### src/design/ppfs_defs.svh
// Constants for the port pin function select block.
// Assumes inclusion by bare name from the design files.
`ifndef PPFS_DEFS_SVH
`define PPFS_DEFS_SVH

// ----------------------------------------------------------------
// Pin vector layout
// ----------------------------------------------------------------
`define PPFS_NPINS        18
`define PPFS_P1_BASE      0
`define PPFS_P2_BASE      8
`define PPFS_P3_BASE      16

// ----------------------------------------------------------------
// Special pin positions within their port
// ----------------------------------------------------------------
`define PPFS_P1_INPUT_BIT 5
`define PPFS_MOSI_BIT     2
`define PPFS_MISO_BIT     3
`define PPFS_SS_BIT       4
`define PPFS_SCLK_BIT     5
`define PPFS_XOUT_BIT     0
`define PPFS_XIN_BIT      1

// ----------------------------------------------------------------
// Reset values
// ----------------------------------------------------------------
`define PPFS_RST_OE       1'b0
`define PPFS_RST_PU       1'b0
`define PPFS_RST_OUT      1'b1
`define PPFS_RST_SS_N     1'b1

`endif

### src/design/ppfs_pkg.sv
// Types shared by the port pin function select block.
// Assumes nothing beyond a SystemVerilog compiler.
package ppfs_pkg;

  // ----------------------------------------------------------------
  // Port output types, in software encoding order
  // ----------------------------------------------------------------
  typedef enum logic [1:0] {
    PPFS_QUASI_BIDIR,
    PPFS_PUSH_PULL,
    PPFS_INPUT_ONLY,
    PPFS_OPEN_DRAIN
  } ppfs_mode_t;

  // ----------------------------------------------------------------
  // CPU clock sources
  // ----------------------------------------------------------------
  typedef enum logic [1:0] {
    PPFS_SRC_RC,
    PPFS_SRC_WDT,
    PPFS_SRC_EXT,
    PPFS_SRC_XTAL
  } ppfs_clk_src_t;

endpackage : ppfs_pkg

### src/design/ppfs_pin_cell.sv
// One port pin: output type decode with alternate function override.
// Assumes a registered consumer; this cell is purely combinational.
`timescale 1ns/10ps
module ppfs_pin_cell
  import ppfs_pkg::*;
(
  // Configuration
  input  wire ppfs_pkg::ppfs_mode_t mode,
  input  wire logic                 latch,
  // Alternate function
  input  wire logic                 alt_en,
  input  wire logic                 alt_out,
  input  wire logic                 alt_drive,
  input  wire logic                 force_in,
  // Pad controls
  output logic                      pad_out,
  output logic                      pad_oe,
  output logic                      pad_pu
);

  import ppfs_pkg::*;

  always_comb begin
    pad_out = latch;
    pad_oe  = 1'b0;
    pad_pu  = 1'b0;
    if (force_in) begin
      pad_out = 1'b0;
    end else if (alt_en) begin
      // Peripheral drive is push-pull whatever the port type says
      pad_out = alt_out;
      pad_oe  = alt_drive;
    end else begin
      case (mode)
        PPFS_QUASI_BIDIR: begin
          pad_oe = ~latch;
          pad_pu = 1'b1;
        end
        PPFS_PUSH_PULL: begin
          pad_oe = 1'b1;
        end
        PPFS_INPUT_ONLY: begin
          pad_oe = 1'b0;
        end
        PPFS_OPEN_DRAIN: begin
          pad_oe = ~latch;
        end
        default: begin
          pad_oe = 1'b0;
        end
      endcase
    end
  end

endmodule : ppfs_pin_cell

### src/design/ppfs_pin_mux.sv
// Pin function selection for ports 1, 2 and 3 of a small controller.
// Assumes all inputs are synchronous to clk (the CPU clock).
`timescale 1ns/10ps
`include "ppfs_defs.svh"

module ppfs_pin_mux
  import ppfs_pkg::*;
(
  // Clock and reset
  input  wire logic                          clk,
  input  wire logic                          rst,
  // Port configuration and latches
  input  wire ppfs_pkg::ppfs_mode_t [7:0]    port1_mode,
  input  wire ppfs_pkg::ppfs_mode_t [7:0]    port2_mode,
  input  wire ppfs_pkg::ppfs_mode_t [1:0]    port3_mode,
  input  wire logic [7:0]                    port1_latch,
  input  wire logic [7:0]                    port2_latch,
  input  wire logic [1:0]                    port3_latch,
  // SPI unit
  input  wire logic                          spi_enable,
  input  wire logic                          spi_master,
  input  wire logic                          spi_mosi_out,
  input  wire logic                          spi_miso_out,
  input  wire logic                          spi_sclk_out,
  // Clock configuration
  input  wire ppfs_pkg::ppfs_clk_src_t       cpu_clk_src,
  input  wire logic                          rtc_uses_crystal,
  input  wire logic                          crystal_option,
  input  wire logic                          clock_out_enable,
  // Pad inputs
  input  wire logic [7:0]                    port1_pin_in,
  input  wire logic [7:0]                    port2_pin_in,
  input  wire logic [1:0]                    port3_pin_in,
  // Pad controls
  output logic [7:0]                         port1_out,
  output logic [7:0]                         port1_oe,
  output logic [7:0]                         port1_pu,
  output logic [7:0]                         port2_out,
  output logic [7:0]                         port2_oe,
  output logic [7:0]                         port2_pu,
  output logic [1:0]                         port3_out,
  output logic [1:0]                         port3_oe,
  output logic [1:0]                         port3_pu,
  // Core side
  output logic [7:0]                         port1_core_in,
  output logic [7:0]                         port2_core_in,
  output logic [1:0]                         port3_core_in,
  output logic                               spi_ss_n,
  output logic                               osc_amp_connect,
  output logic                               osc_in_connect,
  output logic                               half_clock_active
);

  import ppfs_pkg::*;

  // ----------------------------------------------------------------
  // Flattened pin vectors
  // ----------------------------------------------------------------
  logic [`PPFS_NPINS-1:0][1:0]  mode_v;
  logic [`PPFS_NPINS-1:0]       latch_v;
  logic [`PPFS_NPINS-1:0]       pin_in_v;
  logic [`PPFS_NPINS-1:0]       alt_en;
  logic [`PPFS_NPINS-1:0]       alt_out;
  logic [`PPFS_NPINS-1:0]       alt_drive;
  logic [`PPFS_NPINS-1:0]       force_in;
  logic [`PPFS_NPINS-1:0]       cell_out;
  logic [`PPFS_NPINS-1:0]       cell_oe;
  logic [`PPFS_NPINS-1:0]       cell_pu;

  assign mode_v   = {port3_mode, port2_mode, port1_mode};
  assign latch_v  = {port3_latch, port2_latch, port1_latch};
  assign pin_in_v = {port3_pin_in, port2_pin_in, port1_pin_in};

  // ----------------------------------------------------------------
  // Registered state
  // ----------------------------------------------------------------
  logic [`PPFS_NPINS-1:0] out_r,  out_nxt;
  logic [`PPFS_NPINS-1:0] oe_r,   oe_nxt;
  logic [`PPFS_NPINS-1:0] pu_r,   pu_nxt;
  logic [`PPFS_NPINS-1:0] in_r,   in_nxt;
  logic                   ss_n_r, ss_n_nxt;
  logic                   half_r, half_nxt;
  logic                   amp_r,  amp_nxt;
  logic                   osc_r,  osc_nxt;
  logic                   ck_on_r, ck_on_nxt;

  logic spi_slave;
  logic xin_port_ok;
  logic ck_allowed;

  // ----------------------------------------------------------------
  // Function selection
  // ----------------------------------------------------------------
  always_comb begin
    spi_slave   = spi_enable && !spi_master;
    xin_port_ok = (cpu_clk_src == PPFS_SRC_RC || cpu_clk_src == PPFS_SRC_WDT) && !rtc_uses_crystal;
    // Crystal option wins the pin, so the divided clock yields to it
    ck_allowed  = (cpu_clk_src != PPFS_SRC_XTAL) && !rtc_uses_crystal && !crystal_option;
    ck_on_nxt   = clock_out_enable && ck_allowed;
    half_nxt    = ck_on_nxt ? ~half_r : 1'b0;
    amp_nxt     = crystal_option;
    osc_nxt     = !xin_port_ok;
    alt_en      = '0;
    alt_out     = '0;
    alt_drive   = '0;
    force_in    = '0;
    force_in[`PPFS_P1_BASE + `PPFS_P1_INPUT_BIT] = 1'b1;
    if (spi_enable) begin
      alt_en[`PPFS_P2_BASE + `PPFS_MOSI_BIT]    = 1'b1;
      alt_out[`PPFS_P2_BASE + `PPFS_MOSI_BIT]   = spi_mosi_out;
      alt_drive[`PPFS_P2_BASE + `PPFS_MOSI_BIT] = spi_master;
      alt_en[`PPFS_P2_BASE + `PPFS_MISO_BIT]    = 1'b1;
      alt_out[`PPFS_P2_BASE + `PPFS_MISO_BIT]   = spi_miso_out;
      alt_drive[`PPFS_P2_BASE + `PPFS_MISO_BIT] = !spi_master;
      alt_en[`PPFS_P2_BASE + `PPFS_SCLK_BIT]    = 1'b1;
      alt_out[`PPFS_P2_BASE + `PPFS_SCLK_BIT]   = spi_sclk_out;
      alt_drive[`PPFS_P2_BASE + `PPFS_SCLK_BIT] = spi_master;
    end
    if (spi_slave) begin
      alt_en[`PPFS_P2_BASE + `PPFS_SS_BIT]      = 1'b1;
    end
    if (crystal_option) begin
      force_in[`PPFS_P3_BASE + `PPFS_XOUT_BIT]  = 1'b1;
    end else if (ck_on_nxt) begin
      alt_en[`PPFS_P3_BASE + `PPFS_XOUT_BIT]    = 1'b1;
      alt_out[`PPFS_P3_BASE + `PPFS_XOUT_BIT]   = half_nxt;
      alt_drive[`PPFS_P3_BASE + `PPFS_XOUT_BIT] = 1'b1;
    end
    if (!xin_port_ok) begin
      force_in[`PPFS_P3_BASE + `PPFS_XIN_BIT]   = 1'b1;
    end
    out_nxt  = cell_out;
    oe_nxt   = cell_oe;
    pu_nxt   = cell_pu;
    in_nxt   = pin_in_v;
    ss_n_nxt = spi_slave ? pin_in_v[`PPFS_P2_BASE + `PPFS_SS_BIT] : `PPFS_RST_SS_N;
  end

  // ----------------------------------------------------------------
  // Per-pin output type decode
  // ----------------------------------------------------------------
  // Each cell sees only its own mode, latch and alternate function controls, so pins never interact
  for (genvar i = 0; i < `PPFS_NPINS; i++) begin : g_pin
    ppfs_pin_cell u_cell (
      .mode      (ppfs_mode_t'(mode_v[i])),
      .latch     (latch_v[i]),
      .alt_en    (alt_en[i]),
      .alt_out   (alt_out[i]),
      .alt_drive (alt_drive[i]),
      .force_in  (force_in[i]),
      .pad_out   (cell_out[i]),
      .pad_oe    (cell_oe[i]),
      .pad_pu    (cell_pu[i])
    );
  end

  // ----------------------------------------------------------------
  // Registers
  // ----------------------------------------------------------------
  always_ff @(posedge clk) begin
    if (rst) begin
      out_r   <= {`PPFS_NPINS{`PPFS_RST_OUT}};
      oe_r    <= {`PPFS_NPINS{`PPFS_RST_OE}};
      pu_r    <= {`PPFS_NPINS{`PPFS_RST_PU}};
      in_r    <= '0;
      ss_n_r  <= `PPFS_RST_SS_N;
      half_r  <= 1'b0;
      amp_r   <= 1'b0;
      osc_r   <= 1'b0;
      ck_on_r <= 1'b0;
    end else begin
      out_r   <= out_nxt;
      oe_r    <= oe_nxt;
      pu_r    <= pu_nxt;
      in_r    <= in_nxt;
      ss_n_r  <= ss_n_nxt;
      half_r  <= half_nxt;
      amp_r   <= amp_nxt;
      osc_r   <= osc_nxt;
      ck_on_r <= ck_on_nxt;
    end
  end

  // ----------------------------------------------------------------
  // Outputs
  // ----------------------------------------------------------------
  assign port1_out       = out_r[`PPFS_P1_BASE +: 8];
  assign port1_oe        = oe_r[`PPFS_P1_BASE +: 8];
  assign port1_pu        = pu_r[`PPFS_P1_BASE +: 8];
  assign port2_out       = out_r[`PPFS_P2_BASE +: 8];
  assign port2_oe        = oe_r[`PPFS_P2_BASE +: 8];
  assign port2_pu        = pu_r[`PPFS_P2_BASE +: 8];
  assign port3_out       = out_r[`PPFS_P3_BASE +: 2];
  assign port3_oe        = oe_r[`PPFS_P3_BASE +: 2];
  assign port3_pu        = pu_r[`PPFS_P3_BASE +: 2];
  assign port1_core_in   = in_r[`PPFS_P1_BASE +: 8];
  assign port2_core_in   = in_r[`PPFS_P2_BASE +: 8];
  assign port3_core_in   = in_r[`PPFS_P3_BASE +: 2];
  assign spi_ss_n        = ss_n_r;
  assign osc_amp_connect = amp_r;
  assign osc_in_connect  = osc_r;
  assign half_clock_active = ck_on_r;
endmodule : ppfs_pin_mux

### config.mk
export PLATFORM = sky130hd
export DESIGN_NAME = ppfs_pin_mux
export DESIGN_NICKNAME = d
export VERILOG_FILES = /design/src/design/ppfs_pkg.sv /design/src/design/ppfs_pin_cell.sv /design/src/design/ppfs_pin_mux.sv
export VERILOG_INCLUDE_DIRS = /design/src /design/src/design
export SDC_FILE = /design/constraint.sdc
export NUM_CORES = 1
export LEC_CHECK = 0
export BUFFER_PORTS_ARGS = -buffer_cell sky130_fd_sc_hd__buf_2
export CAP_MARGIN = 10
export CORE_ASPECT_RATIO = 1.4
export CORE_MARGIN = 5
export CORE_UTILIZATION = 44
export DETAILED_ROUTE_END_ITERATION = 6
export PLACE_DENSITY = 0.91
export SLEW_MARGIN = 20
export SYNTH_ARGS = -nofsm -noshare
export SYNTH_HDL_FRONTEND = slang
export SYNTH_SLANG_ARGS = --single-unit
export TNS_END_PERCENT = 1
### constraint.sdc
create_clock -name clk -period 1.2 [get_ports clk]
set_input_delay 0.06 -clock clk [delete_from_list [all_inputs] [get_ports clk]]
set_output_delay 0.06 -clock clk [all_outputs]
set_load 0.1 [all_outputs]
After elaboration in Yosys (flattened, before gate mapping)
Index checks and enable logic that the tools add are counted.

word-level totals
  bits of input ports = 84
  word-level logic and storage cells = 206
  register bits = 77

operators by class
  mux-type cells = 59
  bitwise gates (word level) = 20
  equality and inequality tests = 53
  reductions and logical operators = 53

operators with widths
  cell                                                 number
  equality test 2 bit, second input constant           34
  case mux 1 bit (3 select lines)                      17
  OR reduction 2 bit                                   24
  two-way mux 1 bit                                    38
  equality test 2 x 1 -> 1 bit, second input constant  18
  zero test 2 bit                                      18
  NOT 1 bit                                            20
  two-way mux 2 bit                                    3
  two-way mux 6 bit                                    1
  logical AND 1 bit                                    5
  zero test 1 bit                                      4
  OR reduction 3 bit                                   1
  inequality test 2 bit, second input constant         1
  logical OR 1 bit                                     1

Longest topological paths before layout
Gate-level depths: netlist (run 1).

  word-level depth = 9
  mapped depth = 5
  depth with buffers taken out = 5

Hierarchy
Synthesis (run 1) repeated with hierarchy kept, for this count alone.

unflattened totals
  cell total of the unflattened synthesis = 355
  area, all modules = 3744.8 um2

by module, submodules not included
  module         area an instance (um2)  cells an instance  instances
  ppfs_pin_mux   2145.8                  175                1
  ppfs_pin_cell  88.8                    10                 18

Worst setup path after synthesis (run 1)
OpenSTA, ideal clock, no wires.

  path kind = register to output
  from = register ck_on_r, in the netlist half_clock_active
  to = output half_clock_active
  arrival time = 0.909 ns
  slack = 0.231 ns
  cell stages (with the launch flop) = 1
  cells stage by stage = dfxtp_1

RTL lines
  item                    RTL line             source
  from (decl)             ppfs_pin_mux.sv:85   logic ck_on_r, ck_on_nxt;
  from (signal assigned)  ppfs_pin_mux.sv:180  ck_on_r <= ck_on_nxt;
  to (decl)               ppfs_pin_mux.sv:51   output logic half_clock_active

No word-level cell between the ends.

Worst setup path in the final report (run 1)
  from = register in_r[11]
  to = output port2_core_in[3]

RTL lines
  item                    RTL line             source
  from (decl)             ppfs_pin_mux.sv:80   logic [`PPFS_NPINS-1:0] in_r, in_nxt;
  from (signal assigned)  ppfs_pin_mux.sv:175  in_r <= in_nxt;
  to (decl)               ppfs_pin_mux.sv:46   output logic [7:0] port2_core_in,

No word-level cell between the ends.

==> metrics.cfg, run 1 <==
[placed_design]
gp_congestion=0.7865
dp.cells=484
dpl_worst_slack_ns=0.1894
port_buffers=154
dp_hpwl_mm=5.314
placed_area_mm2=0.003674

[finish]
layout.nets=581
design_area_mm2=0.004320
fillerInstances=453
final_cell_mix=buf_2 (147), dfxtp_1 (75), nor2b_1 (44)
layout_commonest_cell=buf_2
syn_to_final_growth_pct=51.05
instances_no_fill=540
diodes=0
final_layout_size_suffix_gt1_share_pct=39.53
post-route-util_pct=68.62

[clock_tree]
post_cts_buffers=0
clk_pin_slew_ns=0.08
cts_tree=built
clock_sinks=75
h-tree-depth=3
clk_latency_ns=0.34
cts_buffers=9
cts_buffer_depth=2
cts_root_buf=clkbuf_8

[power_and_ir_drop]
finalPower_mw=6.589
clockPowerShare_pct=32.4
irDropWorstVdd_mv=0.8786
pwr-share-comb_pct=27.2
power_switching_mw=2.301
p_int_mw=4.288
p_seq_share_pct=40.4
p_leak_nw=2.308
p_per_area_mw_per_mm2=1525
switching_share_pct=34.92

[route]
postRouteAntennaNets=0
vias=2457
drt_first_pass_iters=4
wl_mm=7.341
drc=0
dr.first_iter.drc_count=46
wire_per_inst_um=13.59
vias_per_cell=4.550

[sta]
period_share_pct=96.10
fin_ws_ns=0.04676
tightest_slew_ns=0.5177
post-route-min-period_ns=1.153
fmax_ghz=0.8671
hold_violations=1
rsz0062_at_grt=no
clock_skew_ns=0.003549
whs_ns=-0.04534
slew_headroom_pct=65.73
maxSlewViolCount=0
fin_setup_tns_ns=0
setup_violations=0

[floorplanning]
die_x_um=78.14
die_height_um=105.4
core_mm2=0.006296
die_area_mm2=0.008236
ios=160
start_util_pct=45.43
fp-row-count=34

[yosys]
ys_types=30
yosysTopAreaCell=dfxtp_1
synthCells=264
synth_seq_cells=75
yosys-top-cells-area=dfxtp_1 (52%), ha_1 (15%), nor2b_1 (9.6%)
yosysSeqAreaShare_pct=52.49
synth_top_area_share_pct=52.49
avgSynthCellArea_um2=10.83
synth_area_mm2=0.002860
yosys_warnings=0

[critical_path]
critical_path_arrival_ns=1.09
endpoint_kind=primary output
path_class=reg2out
r2r-start=half_r$_SDFF_PP0_
crit_start=in_r[11]$_SDFF_PP0_
endpoint=port2_core_in[3]
worst_path_max_delay_cell=buf_2
r2r-end=out_r[16]$_SDFF_PP1_
required_ns=1.14
crit_path_max_fanout=1
crit_family=buffers and inverters
path_buf_inv=1
regToRegSetupSlack_ns=0.45
worstSetupStartpointType=register
path_cells=buf_2
worstSetupPathDepth=1
slowest_delay_ns=0.42
worstRegToRegCells=2

[grt]
grt_pass1_vias=2635
busiest_layer=met2
grt_max_degree=41
grt.total_usage_pct=18.11
grtUsageMet2_pct=33.76
grt_pass1_wl_mm=11.70
globalRouteMet3Util_pct=7.765
grt-ovfl-total=0
use_met1_pct=16.28
antenna_found_initial=0

[min_path]
hold_class=in2reg
whs_path_depth=3

[flow_run]
drv_cap=0

[run_status]
violations=negative hold slack
status=finished, violations left

==> cell type report <==
class	count	area, um2	area share [%]
timing repair buffer	197	1226	28.38
sequential	75	1501	34.75
tap	72	90.09	2.085
clock buffer	10	137.6	3.186
clock inverter	6	88.84	2.056
multi-input combinational	144	1141	26.41
inverter	36	135.1	3.128
==> worst min path at each step <==
stage                                end            from  slack [ns]
CTS                  oe_r[10]$_SDFF_PP0_      spi_master       0.006
detailed placement   out_r[9]$_SDFF_PP1_  port2_latch[1]        0.25
global route         oe_r[10]$_SDFF_PP0_      spi_master       0.006
global placement     out_r[9]$_SDFF_PP1_  port2_latch[1]        0.25
finish              out_r[10]$_SDFF_PP1_  port2_latch[2]       -0.05
floorplan               out_r[5]$_DFF_P_             rst        0.09
==> power by group through the flow <==
stage | combinational, mW | sequential [mW] | clock, mW
floorplan | 0.317 | 3.74 | 0
global placement | 1.65 | 2.71 | 0
detailed placement | 1.68 | 2.72 | 0
CTS | 1.79 | 2.66 | 2.19
global route | 1.89 | 2.68 | 2.30
finish | 1.79 | 2.66 | 2.13
==> Yosys cell counts, drive strengths merged <==
cell    number
and4         1
nor2         4
nand2b       1
conb         1
nand2        9
or3          1
mux2i        5
inv         36
ha          34
a21boi       1
o31ai        1
nand3        1
a31oi        1
nor4         1
a211o        3
mux2         1
dfxtp       75
a211oi      11
a21oi        3
and3         5
and2         3
nor3         1
nor2b       44
buf         10
or2         11
==> sequential cells by signal, summed over array words and instances, names as in the netlist, 17 cells and up <==
name	count
in_r	18
out_r	18
pu_r	17
oe_r	17
==> layer usage <==
layer  up-vias  wire (um)
met4         0        321
met2       116       3926
met5         -          0
met3        27        576
li1       1217          -
met1      1097       2517
==> logic make-up (layout without fill, tap and decap cells) <==
logic type	after synthesis	after routing	share of synthesized area (%)
and+or+nand+nor	82	82	17.28
buffers and inverters	46	249	7.742
DFF	75	75	52.49
other	1	2	0.1311
muxes	6	6	2.144
adders and majority gates	34	34	14.87
AOI/OAI and AO/OA	20	20	5.337
==> what timing repair did <==
action	in CTS	in global routing
endpoints found under the hold margin	39	0
hold buffers	41	0
resized for setup	0	8
endpoints found under the setup margin	0	9
(Power assumes the default switching activity.)
==> run 2, diff against run 1 <==
--- a/config.mk
+++ b/config.mk
@@ -6,6 +6,7 @@
 export SDC_FILE = /design/constraint.sdc
 export NUM_CORES = 1
 export LEC_CHECK = 0
+export ABC_AREA = 1
 export BUFFER_PORTS_ARGS = -buffer_cell sky130_fd_sc_hd__buf_2
 export CAP_MARGIN = 10
 export CORE_ASPECT_RATIO = 1.4
==> run 2 against run 1 <==
Count of clock-buffer cells in the layout decreased by 1. Largest power group unchanged. Register-to-register slack about the same. Via count increased by 10%. Synthesized cell count increased by 24%. The run now ends clean.
==> metrics.cfg, run 2 <==
[clock_tree]
cts_root_buf=clkbuf_8
clk_pin_slew_ns=0.07  ; about the same
h-tree-depth=3  ; unchanged
cts_buffer_depth=2  ; unchanged
post_cts_buffers=0  ; unchanged
cts_buffers=9  ; unchanged
cts_tree=built
clock_sinks=75  ; unchanged
clk_latency_ns=0.33  ; about the same

[placed_design]
dp.cells=548  ; +13%
dpl_worst_slack_ns=0.2285  ; +0.03914 ns
dp_hpwl_mm=5.683  ; +6.9%
gp_congestion=0.7803  ; -0.79%
port_buffers=154  ; unchanged

[sta]
fin_setup_tns_ns=0  ; unchanged
slew_headroom_pct=65.51  ; -0.22 points
post-route-min-period_ns=1.173  ; +0.01938 ns
setup_violations=0  ; unchanged
fmax_ghz=0.8528  ; -1.7%
hold_violations=0  ; -1
clock_skew_ns=0.0001384  ; -0.003411 ns
period_share_pct=97.72  ; +1.6 points
tightest_slew_ns=0.5210  ; +0.003336 ns
maxSlewViolCount=0  ; unchanged
fin_ws_ns=0.02738  ; -0.01938 ns
rsz0062_at_grt=no
whs_ns=0.01517  ; +0.06051 ns

[yosys]
synthArstFlopShare_pct=0  ; unchanged
synth_seq_cells=75  ; unchanged
yosysTopAreaCell=dfxtp_1
synth_area_mm2=0.002869  ; +0.31%
yosys-top-cells-area=dfxtp_1 (52%), ha_1 (15%), inv_1 (12%)
ys_types=20  ; -33%
yosys_warnings=0  ; unchanged
synthCells=328  ; +24%
synthTopCellsByCount=inv_1 (93), dfxtp_1 (75), nor2_1 (43), ha_1 (34), nand2_1 (29)
synth_top_area_share_pct=52.33  ; -0.16 points
synth_edf_count=0  ; unchanged
avgSynthCellArea_um2=8.747  ; -19%
yosys_most_used_dff=dfxtp_1
synth.most_common_cell=inv_1
yosysSeqAreaShare_pct=52.33  ; -0.16 points

[route]
dr.first_iter.drc_count=58  ; +26%
vias=2713  ; +10%
wl_mm=8.237  ; +12%
drc=0  ; unchanged
drt_first_pass_iters=5  ; +1
vias_per_cell=4.492  ; -1.3%
postRouteAntennaNets=0  ; unchanged
wire_per_inst_um=13.64  ; +0.32%

[grt]
grt_pass1_vias=2882  ; +9.4%
antenna_found_initial=0  ; unchanged
globalRouteMet3Util_pct=6.570  ; -1.2 points
use_met1_pct=17.55  ; +1.3 points
grtUsageMet2_pct=39.58  ; +5.8 points
grt-ovfl-total=0  ; unchanged
grt.total_usage_pct=20.07  ; +2.0 points
grt_max_degree=32  ; -22%
grt_pass1_wl_mm=12.92  ; +10%
busiest_layer=met2

[critical_path]
required_ns=1.42  ; +0.28 ns
cpMostUsedCell=dlygate4sd3_1
path_class=in2reg
path_buf_inv=3  ; +2
path_cells=dlygate4sd3_1 -> buf_2 -> nand2_1 -> nand3_1 -> dlygate4sd3_1
slowest_delay_ns=0.56  ; +0.14 ns
endpoint_kind=register
regToRegSetupSlack_ns=0.46  ; about the same
worstSetupStartpointType=input port
worst_path_max_delay_cell=dlygate4sd3_1
crit_path_max_fanout=2  ; +1
critical_path_arrival_ns=1.39  ; +0.30 ns
crit_family=buffers and inverters

[floorplanning]
fp-row-count=34  ; unchanged
die_area_mm2=0.008258  ; +0.28%
ios=160  ; unchanged
die_x_um=78.25  ; +0.13%
die_height_um=105.5  ; +0.14%
start_util_pct=45.57  ; +0.14 points
core_mm2=0.006296  ; unchanged

[flow_run]
drv_cap=0  ; unchanged

[finish]
register_area_mm2=0.001501  ; unchanged
final_cell_mix=buf_2 (148), inv_1 (93), dfxtp_1 (75)
fillerInstances=501  ; +11%
post-route-util_pct=67.73  ; -0.89 points
layout_commonest_cell=buf_2
largestRegisters=in_r x18, out_r x18
syn_to_final_growth_pct=48.63
instances_no_fill=604  ; +12%
layout.nets=645  ; +11%
final_layout_size_suffix_gt1_share_pct=33.46  ; -6.1 points
multi_input_area_um2=943.4  ; -17%
diodes=0  ; unchanged

[run_status]
status=complete, no violations

[power_and_ir_drop]
p_leak_nw=2.482  ; +7.5%
p_per_area_mw_per_mm2=1439  ; -5.6%
irDropWorstVdd_mv=0.9349  ; +6.4%

[min_path]
hold_class=in2reg

## run 2: kinds of logic after synthesis
logic type | Yosys count | share of synthesized area, %
compound gates | 32 | 5.931
fa+ha+maj | 34 | 14.83
buf+inv | 104 | 14.91
flops | 75 | 52.33
mux | 2 | 0.7849
other cells | 1 | 0.1307
simple gates | 80 | 11.08
## run 2: final timing paths
check                         start                   endpoint  cells after the start
setup / recovery     port2_latch[5]       out_r[13]$_SDFF_PP1_                      5
hold / removal     rtc_uses_crystal  osc_in_connect$_SDFF_PP0_                      3
setup reg to reg  half_r$_SDFF_PP0_       out_r[16]$_SDFF_PP1_                      5
hold reg to reg   half_r$_SDFF_PP0_          half_r$_SDFF_PP0_                      3
## run 2: layout make-up
| type | count | share of cell area [%] |
|---|---|---|
| clock buffers | 9 | 2.905 |
| clock inverters | 7 | 1.056 |
| inverters | 95 | 8.421 |
| multi-input cells | 150 | 22.12 |
| flip-flops and latches | 75 | 35.21 |
| well taps | 72 | 2.113 |
| repair buffers | 196 | 28.17 |
## run 2: per-stage QoR
stage,cell area [um2],total power [mW]
floorplan,2873,4.072
global placement,3680,4.376
detailed placement,3680,4.421
CTS,4249,6.157
global route,4264,6.411
finish,4264,6.136
## run 2: worst min-delay path: stages
cell,delay (ns)
buf_2,0.10
nor2_1,0.07
nor2_1,0.08
## run 2: report_power, final
part / internal (mW) / switching, mW / total (mW)
Clock: 0.742 / 0.904 / 1.65
Combinational: 0.403 / 1.42 / 1.83
Sequential: 2.63 / 0.0340 / 2.66
## run 2: what timing repair did
item                                   4_1_cts  5_1_grt
resized for setup                            0        6
hold buffers                                40        1
setup endpoints to repair                    0        7
endpoints found under the hold margin       39        1
## run 2: layer usage
| layer | up-vias | share of wire [%] |
|---|---|---|
| met4 | 0 | 4.1 |
| met3 | 26 | 6.9 |
| met1 | 1217 | 32 |
| li1 | 1342 | - |
| met2 | 128 | 57 |
| met5 | - | 0 |
==> run 3, diff against run 2 <==
==> constraint.sdc (replaced) <==
create_clock -name clk -period 1.3 [get_ports clk]
set_input_delay 0.065 -clock clk [delete_from_list [all_inputs] [get_ports clk]]
set_output_delay 0.065 -clock clk [all_outputs]
set_load 0.1 [all_outputs]
==> run 3 against run 2 <==
Final cell count is 0.17% lower. Cell area is 0.44% higher. Critical path depth stayed put. Flip-flop and latch count stayed put. Count of clock-buffer cells in the layout is 3 higher. Die area stayed put.
==> metrics.cfg, run 3 (synthesized netlist as in run 2, its figures left out) <==
[clock_tree]
cts_root_buf=clkbuf_8
post_cts_buffers=0  ; unchanged
cts_buffer_depth=2  ; unchanged
h-tree-depth=3  ; unchanged
cts_resized=0  ; unchanged
cts_tree=built
clock_sinks=75  ; unchanged
clk_latency_ns=0.33  ; about the same
clk_pin_slew_ns=0.07  ; about the same
cts_buffers=9  ; unchanged

[grt]
antenna_found_initial=1  ; +1
grt_pass1_vias=2798  ; -2.9%
grt_max_degree=32  ; unchanged
grt_pass1_wl_mm=12.34  ; -4.5%
grt-ovfl-total=0  ; unchanged
grt.total_usage_pct=19.17  ; -0.91 points

[placed_design]
dp_hpwl_mm=5.672  ; -0.19%
gp_congestion=0.7774  ; -0.37%
port_buffers=154  ; unchanged
dp.cells=548  ; unchanged

[sta]
maxSlewViolCount=0  ; unchanged
slew_headroom_pct=65.81  ; +0.31 points
fmax_ghz=0.8205
hold_violations=0  ; unchanged
post-route-min-period_ns=1.219
clock_skew_ns=0.0002778  ; +0.0001394 ns
period_share_pct=93.75
whs_ns=0.02654  ; +0.01136 ns
setup_violations=0  ; unchanged
fin_setup_tns_ns=0  ; unchanged
rsz0062_at_grt=no
tightest_slew_ns=0.5163  ; -0.004664 ns

[critical_path]
endpoint_kind=register
required_ns=1.51  ; +0.09 ns
path_class=in2reg
crit_path_max_fanout=1  ; -1
worstSetupStartpointType=input port
critical_path_arrival_ns=1.43  ; +0.04 ns

[power_and_ir_drop]
power_switching_mw=2.119  ; -10%
p_seq_share_pct=41.3  ; -2.1 points
p_int_mw=3.830  ; +1.5%
switching_share_pct=35.62  ; -2.9 points
pwr-share-comb_pct=28.1  ; -1.7 points
irDropWorstVdd_mv=0.8359  ; -11%
clockPowerShare_pct=30.6  ; +3.8 points
p_per_area_mw_per_mm2=1389  ; -3.5%
p_leak_nw=2.490  ; +0.33%

[route]
wl_mm=7.871  ; -4.4%
vias=2694  ; -0.70%
vias_per_cell=4.468  ; -0.54%
wire_per_inst_um=13.05  ; -4.3%
drc=0  ; unchanged
dr.first_iter.drc_count=58  ; unchanged
drt_first_pass_iters=6  ; +1
postRouteAntennaNets=0  ; unchanged

[finish]
largestRegisters=in_r x18, out_r x18
final_layout_size_suffix_gt1_share_pct=33.52  ; +0.063 points
final_cell_mix=buf_2 (154), inv_1 (93), dfxtp_1 (75)
post-route-util_pct=68.02  ; +0.30 points
fillerInstances=476  ; -5.0%
syn_to_final_growth_pct=49.28
instances_no_fill=603  ; -0.17%
layout.nets=644  ; -0.16%
diodes=0  ; unchanged
layout_commonest_cell=buf_2

[floorplanning]
ios=160  ; unchanged
start_util_pct=45.57  ; unchanged
die_area_mm2=0.008258  ; unchanged
die_height_um=105.5  ; unchanged
die_x_um=78.25  ; unchanged
core_mm2=0.006296  ; unchanged
fp-row-count=34  ; unchanged

[flow_run]
drv_cap=0  ; unchanged

[min_path]
hold_class=in2reg

[run_status]
status=complete, no violations

run 3: critical path: stages:
cell,delay [ns]
dlygate4sd3_1,0.54
buf_2,0.13
nand2_1,0.06
nand3_1,0.07
dlygate4sd3_1,0.57
run 3: power by group through the flow:
stage	combinational [mW]	clock (mW)	sequential, mW
after detailed placement	1.57	0	2.51
after floorplan	0.284	0	3.47
after global routing	1.76	1.98	2.47
after CTS	1.67	1.88	2.46
final	1.67	1.82	2.46
after global placement	1.53	0	2.51
run 3: cell type report:
class	count	area [um2]	share of cell area, %
Sequential cell	75	1501	35.06
Timing Repair Buffer	195	1176	27.46
Multi-Input combinational cell	150	943.4	22.03
Inverter	95	359.1	8.384
Clock buffer	12	165.2	3.856
Tap cell	72	90.09	2.103
Clock inverter	4	47.55	1.110
run 3: layer usage:
metal	routed length [um]	GRT usage [%]
met3	513	6.058
met4	324	11.88
met1	2542	16.06
met2	4478	37.62
met5	13	0
run 3: repair_timing:
action | in CTS | in global routing
endpoints found under the setup margin | 0 | 0
endpoints found under the hold margin | 36 | 1
hold buffers | 38 | 1
run 3: through the flow:
| step | total power, mW | setup slack [ns] | instance area [um2] |
|---|---|---|---|
| floorplan | 3.759 | 0.3260 | 2873 |
| global placement | 4.039 | 0.3909 | 3680 |
| detailed placement | 4.082 | 0.3395 | 3680 |
| CTS | 6.004 | 0.1253 | 4273 |
| global route | 6.209 | 0.05828 | 4283 |
| finish | 5.949 | 0.08122 | 4283 |
run 3: worst paths after layout:
path / start / endpoint / slack, ns / cells after the start
max: spi_sclk_out / out_r[13]$_SDFF_PP1_ / 0.08 / 5
min reg2reg: half_r$_SDFF_PP0_ / half_r$_SDFF_PP0_ / 0.53 / 3
min: port2_latch[3] / out_r[11]$_SDFF_PP1_ / 0.03 / 3
max reg2reg: half_r$_SDFF_PP0_ / out_r[16]$_SDFF_PP1_ / 0.57 / 5
